==> src/pmt_pkg.sv <==
// constants for the period match timer: register map, fields, reset values
// assumes an axi4-lite master with 32-bit data; registers sit in the low byte
//
// Overview of operation
// - eight-bit count register, read/write, cleared by every reset.
// - prescale field: 00 divides by 1, 01 by 4, 1x by 16.
// - count up to the period value, then return to zero on the next tick.
// - eight-bit period register, read/write, resets to all ones.
// - matches feed a four-bit postscaler whose terminal count sets flag bit 1.
// - postscale ratio is the select field plus one, 1 to 16.
// - count write, control write and reset clear prescaler and postscaler.
// - control writes leave the count value unchanged.
// - control bit 2 runs the counter; cleared, the counter stops.
// - control holds postscale 6:3, run bit 2, prescale 1:0, all reset zero.
// - control bit 7 reads zero and ignores writes.
// - raw match pulse, before the postscaler, goes to the serial port.
// - count and match event go to the pwm unit as its time base.
package pmt_pkg;
  // printed offsets are not all multiples of four: these are word indices
  localparam logic [7:0] PMT_IDX_FLAGS = 8'h0c;
  localparam logic [7:0] PMT_IDX_COUNT = 8'h11;
  localparam logic [7:0] PMT_IDX_CONTROL = 8'h12;
  localparam logic [7:0] PMT_IDX_ENABLES = 8'h8c;
  localparam logic [7:0] PMT_IDX_PERIOD = 8'h92;
  localparam int PMT_ADDR_W = 10;
  // field positions
  localparam int PMT_IRQ_BIT = 1;
  localparam int PMT_RUN_BIT = 2;
  localparam int PMT_POST_LSB = 3;
  localparam int PMT_PRE_LSB = 0;
  localparam logic [7:0] PMT_CONTROL_MASK = 8'h7f;
  localparam logic [7:0] PMT_FLAGS_MASK = 8'h02;
  // reset values
  localparam logic [7:0] PMT_COUNT_RST = 8'h00;
  localparam logic [7:0] PMT_PERIOD_RST = 8'hff;
  localparam logic [7:0] PMT_CONTROL_RST = 8'h00;
  localparam logic [7:0] PMT_FLAGS_RST = 8'h00;
  localparam logic [7:0] PMT_ENABLES_RST = 8'h00;
  // instruction clock is the system clock divided by four
  localparam logic [1:0] PMT_INSN_DIV_LAST = 2'h3;
  localparam logic [3:0] PMT_PRE_LAST_4 = 4'h3;
  localparam logic [3:0] PMT_PRE_LAST_16 = 4'hf;
  localparam logic [1:0] PMT_RESP_OKAY = 2'h0;
  localparam logic [1:0] PMT_RESP_SLVERR = 2'h2;
endpackage

==> src/pmt_timer.sv <==
// period match timer with prescaler, postscaler and axi4-lite register slave
// assumes a single clock; serial port and pwm consumers sit on the same clock
`timescale 1ns/1ps
module pmt_timer (
  // clock and reset
  input wire logic CLK_SYS,
  input wire logic RST_N,
  // axi4-lite write address and data
  input wire logic [pmt_pkg::PMT_ADDR_W-1:0] S_AXI_AWADDR,
  input wire logic S_AXI_AWVALID,
  output logic S_AXI_AWREADY,
  input wire logic [31:0] S_AXI_WDATA,
  input wire logic [3:0] S_AXI_WSTRB,
  input wire logic S_AXI_WVALID,
  output logic S_AXI_WREADY,
  // axi4-lite write response
  output logic [1:0] S_AXI_BRESP,
  output logic S_AXI_BVALID,
  input wire logic S_AXI_BREADY,
  // axi4-lite read
  input wire logic [pmt_pkg::PMT_ADDR_W-1:0] S_AXI_ARADDR,
  input wire logic S_AXI_ARVALID,
  output logic S_AXI_ARREADY,
  output logic [31:0] S_AXI_RDATA,
  output logic [1:0] S_AXI_RRESP,
  output logic S_AXI_RVALID,
  input wire logic S_AXI_RREADY,
  // consumers of the time base
  output logic SERIAL_SHIFT_TICK,
  output logic PWM_MATCH_TICK,
  output logic [7:0] PWM_COUNT,
  output logic IRQ_PENDING
);
  import pmt_pkg::*;

  logic [7:0] count_reg, count_next;
  logic [7:0] period_reg;
  logic [7:0] control_reg;
  logic [7:0] flags_reg;
  logic [7:0] enables_reg;
  logic [1:0] insn_div_reg;
  logic [3:0] pre_cnt_reg;
  logic [3:0] post_cnt_reg;
  logic match_reg, irq_reg;
  logic aw_hold_reg, w_hold_reg;
  logic [PMT_ADDR_W-1:0] awaddr_reg;
  logic [31:0] wdata_reg;
  logic [3:0] wstrb_reg;
  logic bvalid_reg, rvalid_reg;
  logic [1:0] bresp_reg, rresp_reg;
  logic [31:0] rdata_reg;
  logic awready_reg, wready_reg, arready_reg;

  // write side: latch address and data independently, commit once both held
  wire aw_take = S_AXI_AWVALID && !aw_hold_reg && !bvalid_reg;
  wire w_take = S_AXI_WVALID && !w_hold_reg && !bvalid_reg;
  wire wr_fire = aw_hold_reg && w_hold_reg && !bvalid_reg;
  wire [7:0] wr_idx = awaddr_reg[PMT_ADDR_W-1:2];
  wire wr_lane0 = wstrb_reg[0];
  wire [7:0] wr_byte = wdata_reg[7:0];
  wire wr_hit_flags = wr_idx == PMT_IDX_FLAGS;
  wire wr_hit_count = wr_idx == PMT_IDX_COUNT;
  wire wr_hit_control = wr_idx == PMT_IDX_CONTROL;
  wire wr_hit_enables = wr_idx == PMT_IDX_ENABLES;
  wire wr_hit_period = wr_idx == PMT_IDX_PERIOD;
  wire wr_mapped = wr_hit_flags | wr_hit_count | wr_hit_control | wr_hit_enables
    | wr_hit_period;
  wire wr_count = wr_fire && wr_hit_count && wr_lane0;
  wire wr_control = wr_fire && wr_hit_control && wr_lane0;
  wire wr_flags = wr_fire && wr_hit_flags && wr_lane0;
  wire wr_enables = wr_fire && wr_hit_enables && wr_lane0;
  wire wr_period = wr_fire && wr_hit_period && wr_lane0;

  // read side decode
  wire ar_take = S_AXI_ARVALID && !rvalid_reg;
  wire [7:0] rd_idx = S_AXI_ARADDR[PMT_ADDR_W-1:2];
  wire rd_hit_flags = rd_idx == PMT_IDX_FLAGS;
  wire rd_hit_count = rd_idx == PMT_IDX_COUNT;
  wire rd_hit_control = rd_idx == PMT_IDX_CONTROL;
  wire rd_hit_enables = rd_idx == PMT_IDX_ENABLES;
  wire rd_hit_period = rd_idx == PMT_IDX_PERIOD;
  wire rd_mapped = rd_hit_flags | rd_hit_count | rd_hit_control | rd_hit_enables
    | rd_hit_period;
  wire [7:0] rd_byte = rd_hit_flags ? flags_reg :
    rd_hit_count ? count_reg :
    rd_hit_control ? (control_reg & PMT_CONTROL_MASK) :
    rd_hit_enables ? enables_reg :
    rd_hit_period ? period_reg : 8'h00;

  // next state of the handshake flags, so that every ready can come from a flop
  // without a cycle of lag against the holding registers it mirrors
  wire aw_hold_next = wr_fire ? 1'b0 : (aw_take ? 1'b1 : aw_hold_reg);
  wire w_hold_next = wr_fire ? 1'b0 : (w_take ? 1'b1 : w_hold_reg);
  wire bvalid_next = wr_fire ? 1'b1 : ((bvalid_reg && S_AXI_BREADY) ? 1'b0 : bvalid_reg);
  wire rvalid_next = ar_take ? 1'b1 : ((rvalid_reg && S_AXI_RREADY) ? 1'b0 : rvalid_reg);

  // control fields
  wire run = control_reg[PMT_RUN_BIT];
  wire [1:0] pre_sel = control_reg[PMT_PRE_LSB +: 2];
  wire [3:0] post_sel = control_reg[PMT_POST_LSB +: 4];

  // prescaler: instruction tick every fourth clock, then 1, 4 or 16
  wire insn_tick = insn_div_reg == PMT_INSN_DIV_LAST;
  wire [3:0] pre_last = pre_sel[1] ? PMT_PRE_LAST_16 :
    (pre_sel[0] ? PMT_PRE_LAST_4 : 4'h0);
  wire inc_tick = run && insn_tick && (pre_cnt_reg == pre_last);
  wire at_period = count_reg == period_reg;
  wire match = inc_tick && at_period;
  wire post_term = match && (post_cnt_reg == post_sel);
  // a count write or a control write clears the prescaler and the postscaler
  wire scaler_clr = wr_count || wr_control;

  // next count: software write wins over the tick in the same cycle
  always_comb begin
    count_next = count_reg;
    if (wr_count) begin
      count_next = wr_byte;
    end else if (inc_tick) begin
      count_next = at_period ? 8'h00 : count_reg + 8'h01;
    end
  end

  // counter, period and scalers
  always_ff @(posedge CLK_SYS) begin
    if (!RST_N) begin
      count_reg <= PMT_COUNT_RST;
      period_reg <= PMT_PERIOD_RST;
      insn_div_reg <= 2'h0;
      pre_cnt_reg <= 4'h0;
      post_cnt_reg <= 4'h0;
    end else begin
      count_reg <= count_next;
      insn_div_reg <= insn_div_reg + 2'h1;
      if (wr_period) begin
        period_reg <= wr_byte;
      end
      if (scaler_clr) begin
        pre_cnt_reg <= 4'h0;
      end else if (run && insn_tick) begin
        pre_cnt_reg <= (pre_cnt_reg == pre_last) ? 4'h0 : pre_cnt_reg + 4'h1;
      end
      if (scaler_clr) begin
        post_cnt_reg <= 4'h0;
      end else if (match) begin
        post_cnt_reg <= post_term ? 4'h0 : post_cnt_reg + 4'h1;
      end
    end
  end

  // control, flag and enable registers; hardware set beats software clear
  always_ff @(posedge CLK_SYS) begin
    if (!RST_N) begin
      control_reg <= PMT_CONTROL_RST;
      flags_reg <= PMT_FLAGS_RST;
      enables_reg <= PMT_ENABLES_RST;
    end else begin
      if (wr_control) begin
        control_reg <= wr_byte & PMT_CONTROL_MASK;
      end
      if (wr_enables) begin
        enables_reg <= wr_byte & PMT_FLAGS_MASK;
      end
      if (post_term) begin
        flags_reg[PMT_IRQ_BIT] <= 1'b1;
      end else if (wr_flags && !wr_byte[PMT_IRQ_BIT]) begin
        flags_reg[PMT_IRQ_BIT] <= 1'b0;
      end
    end
  end

  // registered outputs for serial port, pwm unit and interrupt line
  always_ff @(posedge CLK_SYS) begin
    if (!RST_N) begin
      match_reg <= 1'b0;
      irq_reg <= 1'b0;
    end else begin
      match_reg <= match;
      irq_reg <= flags_reg[PMT_IRQ_BIT] && enables_reg[PMT_IRQ_BIT];
    end
  end

  // axi write channel holding registers
  always_ff @(posedge CLK_SYS) begin
    if (!RST_N) begin
      aw_hold_reg <= 1'b0;
      w_hold_reg <= 1'b0;
      awaddr_reg <= '0;
      wdata_reg <= 32'h0000_0000;
      wstrb_reg <= 4'h0;
      bvalid_reg <= 1'b0;
      bresp_reg <= PMT_RESP_OKAY;
    end else begin
      if (aw_take) begin
        aw_hold_reg <= 1'b1;
        awaddr_reg <= S_AXI_AWADDR;
      end
      if (w_take) begin
        w_hold_reg <= 1'b1;
        wdata_reg <= S_AXI_WDATA;
        wstrb_reg <= S_AXI_WSTRB;
      end
      if (wr_fire) begin
        aw_hold_reg <= 1'b0;
        w_hold_reg <= 1'b0;
        bvalid_reg <= 1'b1;
        bresp_reg <= wr_mapped ? PMT_RESP_OKAY : PMT_RESP_SLVERR;
      end else if (bvalid_reg && S_AXI_BREADY) begin
        bvalid_reg <= 1'b0;
      end
    end
  end

  // axi read channel: one cycle from address to data
  always_ff @(posedge CLK_SYS) begin
    if (!RST_N) begin
      rvalid_reg <= 1'b0;
      rdata_reg <= 32'h0000_0000;
      rresp_reg <= PMT_RESP_OKAY;
    end else if (ar_take) begin
      rvalid_reg <= 1'b1;
      rdata_reg <= {24'h00_0000, rd_byte};
      rresp_reg <= rd_mapped ? PMT_RESP_OKAY : PMT_RESP_SLVERR;
    end else if (rvalid_reg && S_AXI_RREADY) begin
      rvalid_reg <= 1'b0;
    end
  end

  // ready flags as flops; they track the hold and valid state one for one,
  // so a master sees the same acceptance window as before, with no comb path
  always_ff @(posedge CLK_SYS) begin
    if (!RST_N) begin
      awready_reg <= 1'b1;
      wready_reg <= 1'b1;
      arready_reg <= 1'b1;
    end else begin
      awready_reg <= !aw_hold_next && !bvalid_next;
      wready_reg <= !w_hold_next && !bvalid_next;
      arready_reg <= !rvalid_next;
    end
  end

  // every port below is driven straight from a flop
  assign S_AXI_AWREADY = awready_reg;
  assign S_AXI_WREADY = wready_reg;
  assign S_AXI_ARREADY = arready_reg;
  assign S_AXI_BVALID = bvalid_reg;
  assign S_AXI_BRESP = bresp_reg;
  assign S_AXI_RVALID = rvalid_reg;
  assign S_AXI_RDATA = rdata_reg;
  assign S_AXI_RRESP = rresp_reg;
  assign SERIAL_SHIFT_TICK = match_reg;
  assign PWM_MATCH_TICK = match_reg;
  assign PWM_COUNT = count_reg;
  assign IRQ_PENDING = irq_reg;

  // checks
  a_count_wraps: assert property (@(posedge CLK_SYS) disable iff (!RST_N)
    (match && !wr_count) |=> count_reg == 8'h00) else $error("no wrap on match");
  a_count_steps: assert property (@(posedge CLK_SYS) disable iff (!RST_N)
    (inc_tick && !at_period && !wr_count) |=> count_reg == $past(count_reg) + 8'h01)
    else $error("count did not step");
  a_stopped_holds: assert property (@(posedge CLK_SYS) disable iff (!RST_N)
    (!run && !wr_count) |=> $stable(count_reg)) else $error("stopped counter moved");
  a_control_keeps: assert property (@(posedge CLK_SYS) disable iff (!RST_N)
    (wr_control && !inc_tick) |=> $stable(count_reg)) else $error("control write hit count");
  a_scaler_clear: assert property (@(posedge CLK_SYS) disable iff (!RST_N)
    scaler_clr |=> pre_cnt_reg == 4'h0 && post_cnt_reg == 4'h0)
    else $error("scalers not cleared");
  a_flag_sets: assert property (@(posedge CLK_SYS) disable iff (!RST_N)
    post_term |=> flags_reg[PMT_IRQ_BIT]) else $error("flag not set");
  a_flag_sticky: assert property (@(posedge CLK_SYS) disable iff (!RST_N)
    (flags_reg[PMT_IRQ_BIT] && !wr_flags) |=> flags_reg[PMT_IRQ_BIT])
    else $error("flag dropped alone");
  a_bit7_zero: assert property (@(posedge CLK_SYS) disable iff (!RST_N)
    !control_reg[7]) else $error("control bit 7 set");
  a_prescale_16: assert property (@(posedge CLK_SYS) disable iff (!RST_N)
    (inc_tick && pre_sel[1] && !scaler_clr && !wr_control) ##1 (!scaler_clr)[*8]
    |-> !inc_tick) else $error("prescale 16 ticked early");
  a_match_out: assert property (@(posedge CLK_SYS) disable iff (!RST_N)
    match |=> SERIAL_SHIFT_TICK && PWM_MATCH_TICK) else $error("match not exported");
  a_period_reset: assert property (@(posedge CLK_SYS)
    !RST_N |=> period_reg == PMT_PERIOD_RST && count_reg == 8'h00)
    else $error("bad reset values");

  // bus handshake: flopped readies must agree with the holding state
  a_awready_track: assert property (@(posedge CLK_SYS) disable iff (!RST_N)
    S_AXI_AWREADY == (!aw_hold_reg && !bvalid_reg)) else $error("awready out of step");
  a_wready_track: assert property (@(posedge CLK_SYS) disable iff (!RST_N)
    S_AXI_WREADY == (!w_hold_reg && !bvalid_reg)) else $error("wready out of step");
  a_arready_track: assert property (@(posedge CLK_SYS) disable iff (!RST_N)
    S_AXI_ARREADY == !rvalid_reg) else $error("arready out of step");
  // answers must stand until the master takes them
  a_bvalid_holds: assert property (@(posedge CLK_SYS) disable iff (!RST_N)
    (S_AXI_BVALID && !S_AXI_BREADY) |=> S_AXI_BVALID && $stable(S_AXI_BRESP))
    else $error("write response dropped");
  a_rvalid_holds: assert property (@(posedge CLK_SYS) disable iff (!RST_N)
    (S_AXI_RVALID && !S_AXI_RREADY) |=> S_AXI_RVALID && $stable(S_AXI_RDATA))
    else $error("read data dropped");
  a_rdata_upper: assert property (@(posedge CLK_SYS) disable iff (!RST_N)
    S_AXI_RVALID |-> S_AXI_RDATA[31:8] == 24'h00_0000) else $error("upper read bits set");
  a_bresp_unmapped: assert property (@(posedge CLK_SYS) disable iff (!RST_N)
    (wr_fire && !wr_mapped) |=> S_AXI_BRESP == PMT_RESP_SLVERR)
    else $error("unmapped write not refused");

  // count and period writes land as written; control, flag and enable registers load their reset values
  a_count_write: assert property (@(posedge CLK_SYS) disable iff (!RST_N)
    wr_count |=> count_reg == $past(wr_byte)) else $error("count write lost");
  a_period_write: assert property (@(posedge CLK_SYS) disable iff (!RST_N)
    wr_period |=> period_reg == $past(wr_byte)) else $error("period write lost");
  a_reset_control: assert property (@(posedge CLK_SYS)
    !RST_N |=> control_reg == PMT_CONTROL_RST && flags_reg == PMT_FLAGS_RST
    && enables_reg == PMT_ENABLES_RST) else $error("bad control reset");

  // prescale spacing: divide by 1 steps every fourth clock, by 4 has no step eight clocks later
  a_prescale_1: assert property (@(posedge CLK_SYS) disable iff (!RST_N)
    (inc_tick && pre_sel == 2'b00) ##1 (run && !scaler_clr)[*3] |=> inc_tick)
    else $error("prescale 1 missed a tick");
  a_prescale_4: assert property (@(posedge CLK_SYS) disable iff (!RST_N)
    (inc_tick && pre_sel == 2'b01) ##1 (run && !scaler_clr)[*8] |-> !inc_tick)
    else $error("prescale 4 ticked early");

  // postscaler and flag: only a terminal count may raise the flag
  a_post_bound: assert property (@(posedge CLK_SYS) disable iff (!RST_N)
    post_cnt_reg <= post_sel) else $error("postscaler overran select");
  a_flag_needs_term: assert property (@(posedge CLK_SYS) disable iff (!RST_N)
    (!flags_reg[PMT_IRQ_BIT] && !post_term) |=> !flags_reg[PMT_IRQ_BIT])
    else $error("flag rose without terminal count");
  a_irq_follows: assert property (@(posedge CLK_SYS) disable iff (!RST_N)
    (flags_reg[PMT_IRQ_BIT] && enables_reg[PMT_IRQ_BIT]) |=> IRQ_PENDING)
    else $error("interrupt not raised");
  a_irq_quiet: assert property (@(posedge CLK_SYS) disable iff (!RST_N)
    !enables_reg[PMT_IRQ_BIT] |=> !IRQ_PENDING) else $error("masked interrupt raised");
  // the shift clock is a single-cycle pulse; a stretched one would double-shift
  a_shift_single: assert property (@(posedge CLK_SYS) disable iff (!RST_N)
    SERIAL_SHIFT_TICK |=> !SERIAL_SHIFT_TICK) else $error("shift tick stretched");

  // main scenarios worth seeing at least once
  c_match: cover property (@(posedge CLK_SYS) disable iff (!RST_N) match);
  c_prescale_16: cover property (@(posedge CLK_SYS) disable iff (!RST_N)
    inc_tick && pre_sel == 2'b11);
  c_post_term: cover property (@(posedge CLK_SYS) disable iff (!RST_N)
    post_term && post_sel == 4'hf);
  c_set_clear: cover property (@(posedge CLK_SYS) disable iff (!RST_N)
    post_term && wr_flags && !wr_byte[PMT_IRQ_BIT]);
  c_irq: cover property (@(posedge CLK_SYS) disable iff (!RST_N) IRQ_PENDING);
endmodule

==> config.mk <==
export PLATFORM = sky130hd
export DESIGN_NAME = pmt_timer
export DESIGN_NICKNAME = d
export VERILOG_FILES = /design/src/pmt_pkg.sv /design/src/pmt_timer.sv
export SDC_FILE = /design/constraint.sdc
export NUM_CORES = 1
export LEC_CHECK = 0
export BUFFER_PORTS_ARGS = -buffer_cell sky130_fd_sc_hd__buf_4
export CAP_MARGIN = 25
export CELL_PAD_IN_SITES_DETAIL_PLACEMENT = 1
export CELL_PAD_IN_SITES_GLOBAL_PLACEMENT = 2
export CORE_MARGIN = 1.5
export CORE_UTILIZATION = 32
export DETAILED_ROUTE_END_ITERATION = 7
export GPL_TIMING_DRIVEN = 1
export HOLD_SLACK_MARGIN = 0.15
export PLACE_DENSITY = 0.95
export SLEW_MARGIN = 20
export SYNTH_ARGS = -nofsm -noshare
export SYNTH_HDL_FRONTEND = slang
export SYNTH_SLANG_ARGS = --single-unit
==> constraint.sdc <==
create_clock -name CLK_SYS -period 2.3 [get_ports CLK_SYS]
set_input_delay 0.115 -clock CLK_SYS [delete_from_list [all_inputs] [get_ports CLK_SYS]]
set_output_delay 0.115 -clock CLK_SYS [all_outputs]
set_load 0.02 [all_outputs]
==> run metrics <==
commonest register cell after synthesis dfxtp_1; YS warnings 0; drt initial violations 92; core area 10900 sq um; mux share of post-synthesis cell area 0.0944; via count 3123; sequential share of the synthesized area 0.394; clock slew at reported path FFs 0.05 ns; # setup viols final 0; post-synthesis simple-gate area fraction 0.232; antenna violations before repair 0; first-pass GRT wire length 15900 um; share of cells above drive strength 1 0.189; type of origin of the critical path register; CP Class register to register; gp weighted congestion 0.819; RSZ-0062 raised after global routing false; Clock Skew 0.00515 ns; Clock Root Buffer clkbuf_16; Setup TNS 0 ns; minimum clock period 1.98 ns; Max-slew headroom 0.607; vias in the first global route 3212; reg2reg path depth 4; FF+latch count, synth 71; Initial Utilization 0.330; pwr dens 652 nW/um^2; H-tree Lvls 3; Synth Area in XOR/XNOR 0.0364; worst-path fanout max 18; drt first pass iters 4; wire length per cell 16.4 um; met2 routed WL 5060 um; final-stage net count 535; Max Root-Sink Buffers 2; CTS tree built; total CTS buffers 9; Post-Synth Adder-Cell Area 0.0139; Critical Path End Type register; Avg Inst Size Synth 9.18 sq um; Tot GR Track Use 0.175; dpl hpwl 7020 um; Finished Layout Cells 611; status finished clean; count of different cell masters after synthesis 56; largest net degree at the start of global routing 34; Post-Synthesis Cells 393; IO buf count 57; Async S/R FF share, synth 0; drc violations 0; Hold Path Class input port to register; Non-Filler Cell Area, Final 4560 sq um; ANT cells 0; CTS Sinks 71; num ports 115; EDFF count, synth 0; Compound-Gate Fraction of Synth Area 0.146; synthesized area 3610 sq um; Hold Crit Depth 4; VDD IR max 0.387 mV; Total Power 0.00298 W; DIE AREA 11900 sq um; WL final 10000 um; post-DR vias/cell 5.11; Routed met3 length 302 um; area growth from synthesis to layout 26.5%; Crit path required time 2.49 ns; Worst-Margin Slew 0.589 ns; latest clock arrival within the worst-skew pair 0.33 ns; post-route ant nets 0; FP Rows 38; fin crit share 0.859; Die Span Y 109 um; total global routing overflow 0; placed cell areas 4060 sq um; largest family of logic cells by synthesized area simple AND/OR/NAND/NOR gates; die width 109 um; M1 WL 4470 um; top sig layer met4; Max Freq 0.506 GHz; Cells after DPL 575; MaxCap Viol Count 0; leakage power 1.82 nW; Worst EP arrival 2.17 ns; Final Slew Violations 0; Hold Violations, Final 0; WHS 0.168 ns
## cells in the mapped netlist (3+ instances only)
master / instances / area share
a21oi_1: 14 / 0.019
a22o_1: 6 / 0.015
a22oi_1: 9 / 0.019
a2bb2oi_1: 3 / 0.0073
a31oi_1: 4 / 0.0069
and2_1: 5 / 0.0087
and3_1: 5 / 0.0087
buf_2: 6 / 0.0083
buf_4: 27 / 0.056
clkbuf_1: 9 / 0.0094
dfxtp_1: 71 / 0.39
ha_1: 4 / 0.014
inv_1: 4 / 0.0042
mux2i_1: 34 / 0.094
nand2_1: 38 / 0.040
nand3_1: 8 / 0.011
nand4_1: 5 / 0.0087
nor2_1: 15 / 0.016
nor2b_1: 34 / 0.059
nor3_1: 6 / 0.0083
nor3b_1: 4 / 0.0083
nor4_1: 3 / 0.0052
o211ai_1: 5 / 0.010
o21ai_0: 21 / 0.029
xnor2_1: 13 / 0.032
## power breakdown
| group | switching (W) | total [W] | internal (W) |
|---|---|---|---|
| clock network | 0.000513 | 0.00137 | 0.000852 |
| logic | 0.000161 | 0.000300 | 0.000139 |
| registers | 0.0000417 | 0.00131 | 0.00127 |
| total | 0.000716 | 0.00298 | 0.00226 |
## worst paths after layout
check                                   from                          end  slack [ns]
setup / recovery   wstrb_reg[0]$_SDFFE_PN0P_    PWM_COUNT[7]$_SDFFE_PN0P_        0.32
hold / removal                 S_AXI_ARVALID  S_AXI_RRESP[1]$_SDFFE_PN0P_        0.17
setup reg to reg   wstrb_reg[0]$_SDFFE_PN0P_    PWM_COUNT[7]$_SDFFE_PN0P_        0.32
hold reg to reg   insn_div_reg[0]$_SDFF_PN0_   insn_div_reg[0]$_SDFF_PN0_        0.43
## area by class of cell
type                    instances  area, sq um
repair buffers                 83          678
flip-flops and latches         71         1420
fillers                      1283         6370
well taps                     140          175
inverters                       4         15.0
clock buffers                  10          239
clock inverters                 4         47.5
multi-input cells             299         1990
## per-layer routing
layer	vias up	track usage
met3	15	0.0317
li1	1493	-
met1	1557	0.205
met5	-	0
met2	58	0.313
met4	0	0.0742
## stage by stage
| stage | util | worst slack (ns) |
|---|---|---|
| after floorplan | - | 0.602 |
| after global placement | 0.371 | 0.540 |
| after detailed placement | 0.371 | 0.438 |
| after CTS | 0.417 | 0.389 |
| after global routing | 0.417 | 0.183 |
| final | 0.417 | 0.324 |
## cell families (layout without fill, tap and decap cells)
kind of cell | count (synthesis) | in the layout
adder cells (fa/ha/maj) | 4 | 4
flip-flops | 71 | 71
buffers and inverters | 48 | 101
other | 1 | 26
AO/OA/AOI/OAI | 78 | 78
XOR/XNOR | 15 | 15
AND/OR/NAND/NOR | 142 | 142
multiplexers | 34 | 34
## critical path, stage by stage (launching register included)
cell,delay (ns)
dfxtp_1,0.38
nor3b_1,0.44
nand4_2,0.52
o21ai_0,0.40
a31oi_1,0.08
## placed cells by master, fill, tap and decap left out, types with 3 or more instances in the layout
cell	Yosys	layout
nor3_1	6	6
nor4_1	3	3
o21ai_0	21	21
a22oi_1	9	9
nor2b_1	34	34
clkbuf_16	0	9
dlygate4sd3_1	0	22
xnor2_1	13	13
dfxtp_1	71	71
nand4_1	5	5
inv_1	4	4
and2_1	5	5
a2bb2oi_1	3	3
a31oi_1	4	4
conb_1	1	26
o211ai_1	5	5
buf_4	27	61
nor3b_1	4	3
a21oi_1	14	14
a22o_1	6	6
nor2_1	15	15
nand3_1	8	8
nand2_1	38	38
and3_1	5	5
mux2i_1	34	34
ha_1	4	4
## repair_timing
| action | 4_1_cts | 5_1_grt |
|---|---|---|
| buffers inserted | 0 | 0 |
| resized for setup | 0 | 0 |
| hold buffers | 22 | 0 |
| hold endpoints to repair | 22 | 0 |
Power figures use the tool's default switching activity.
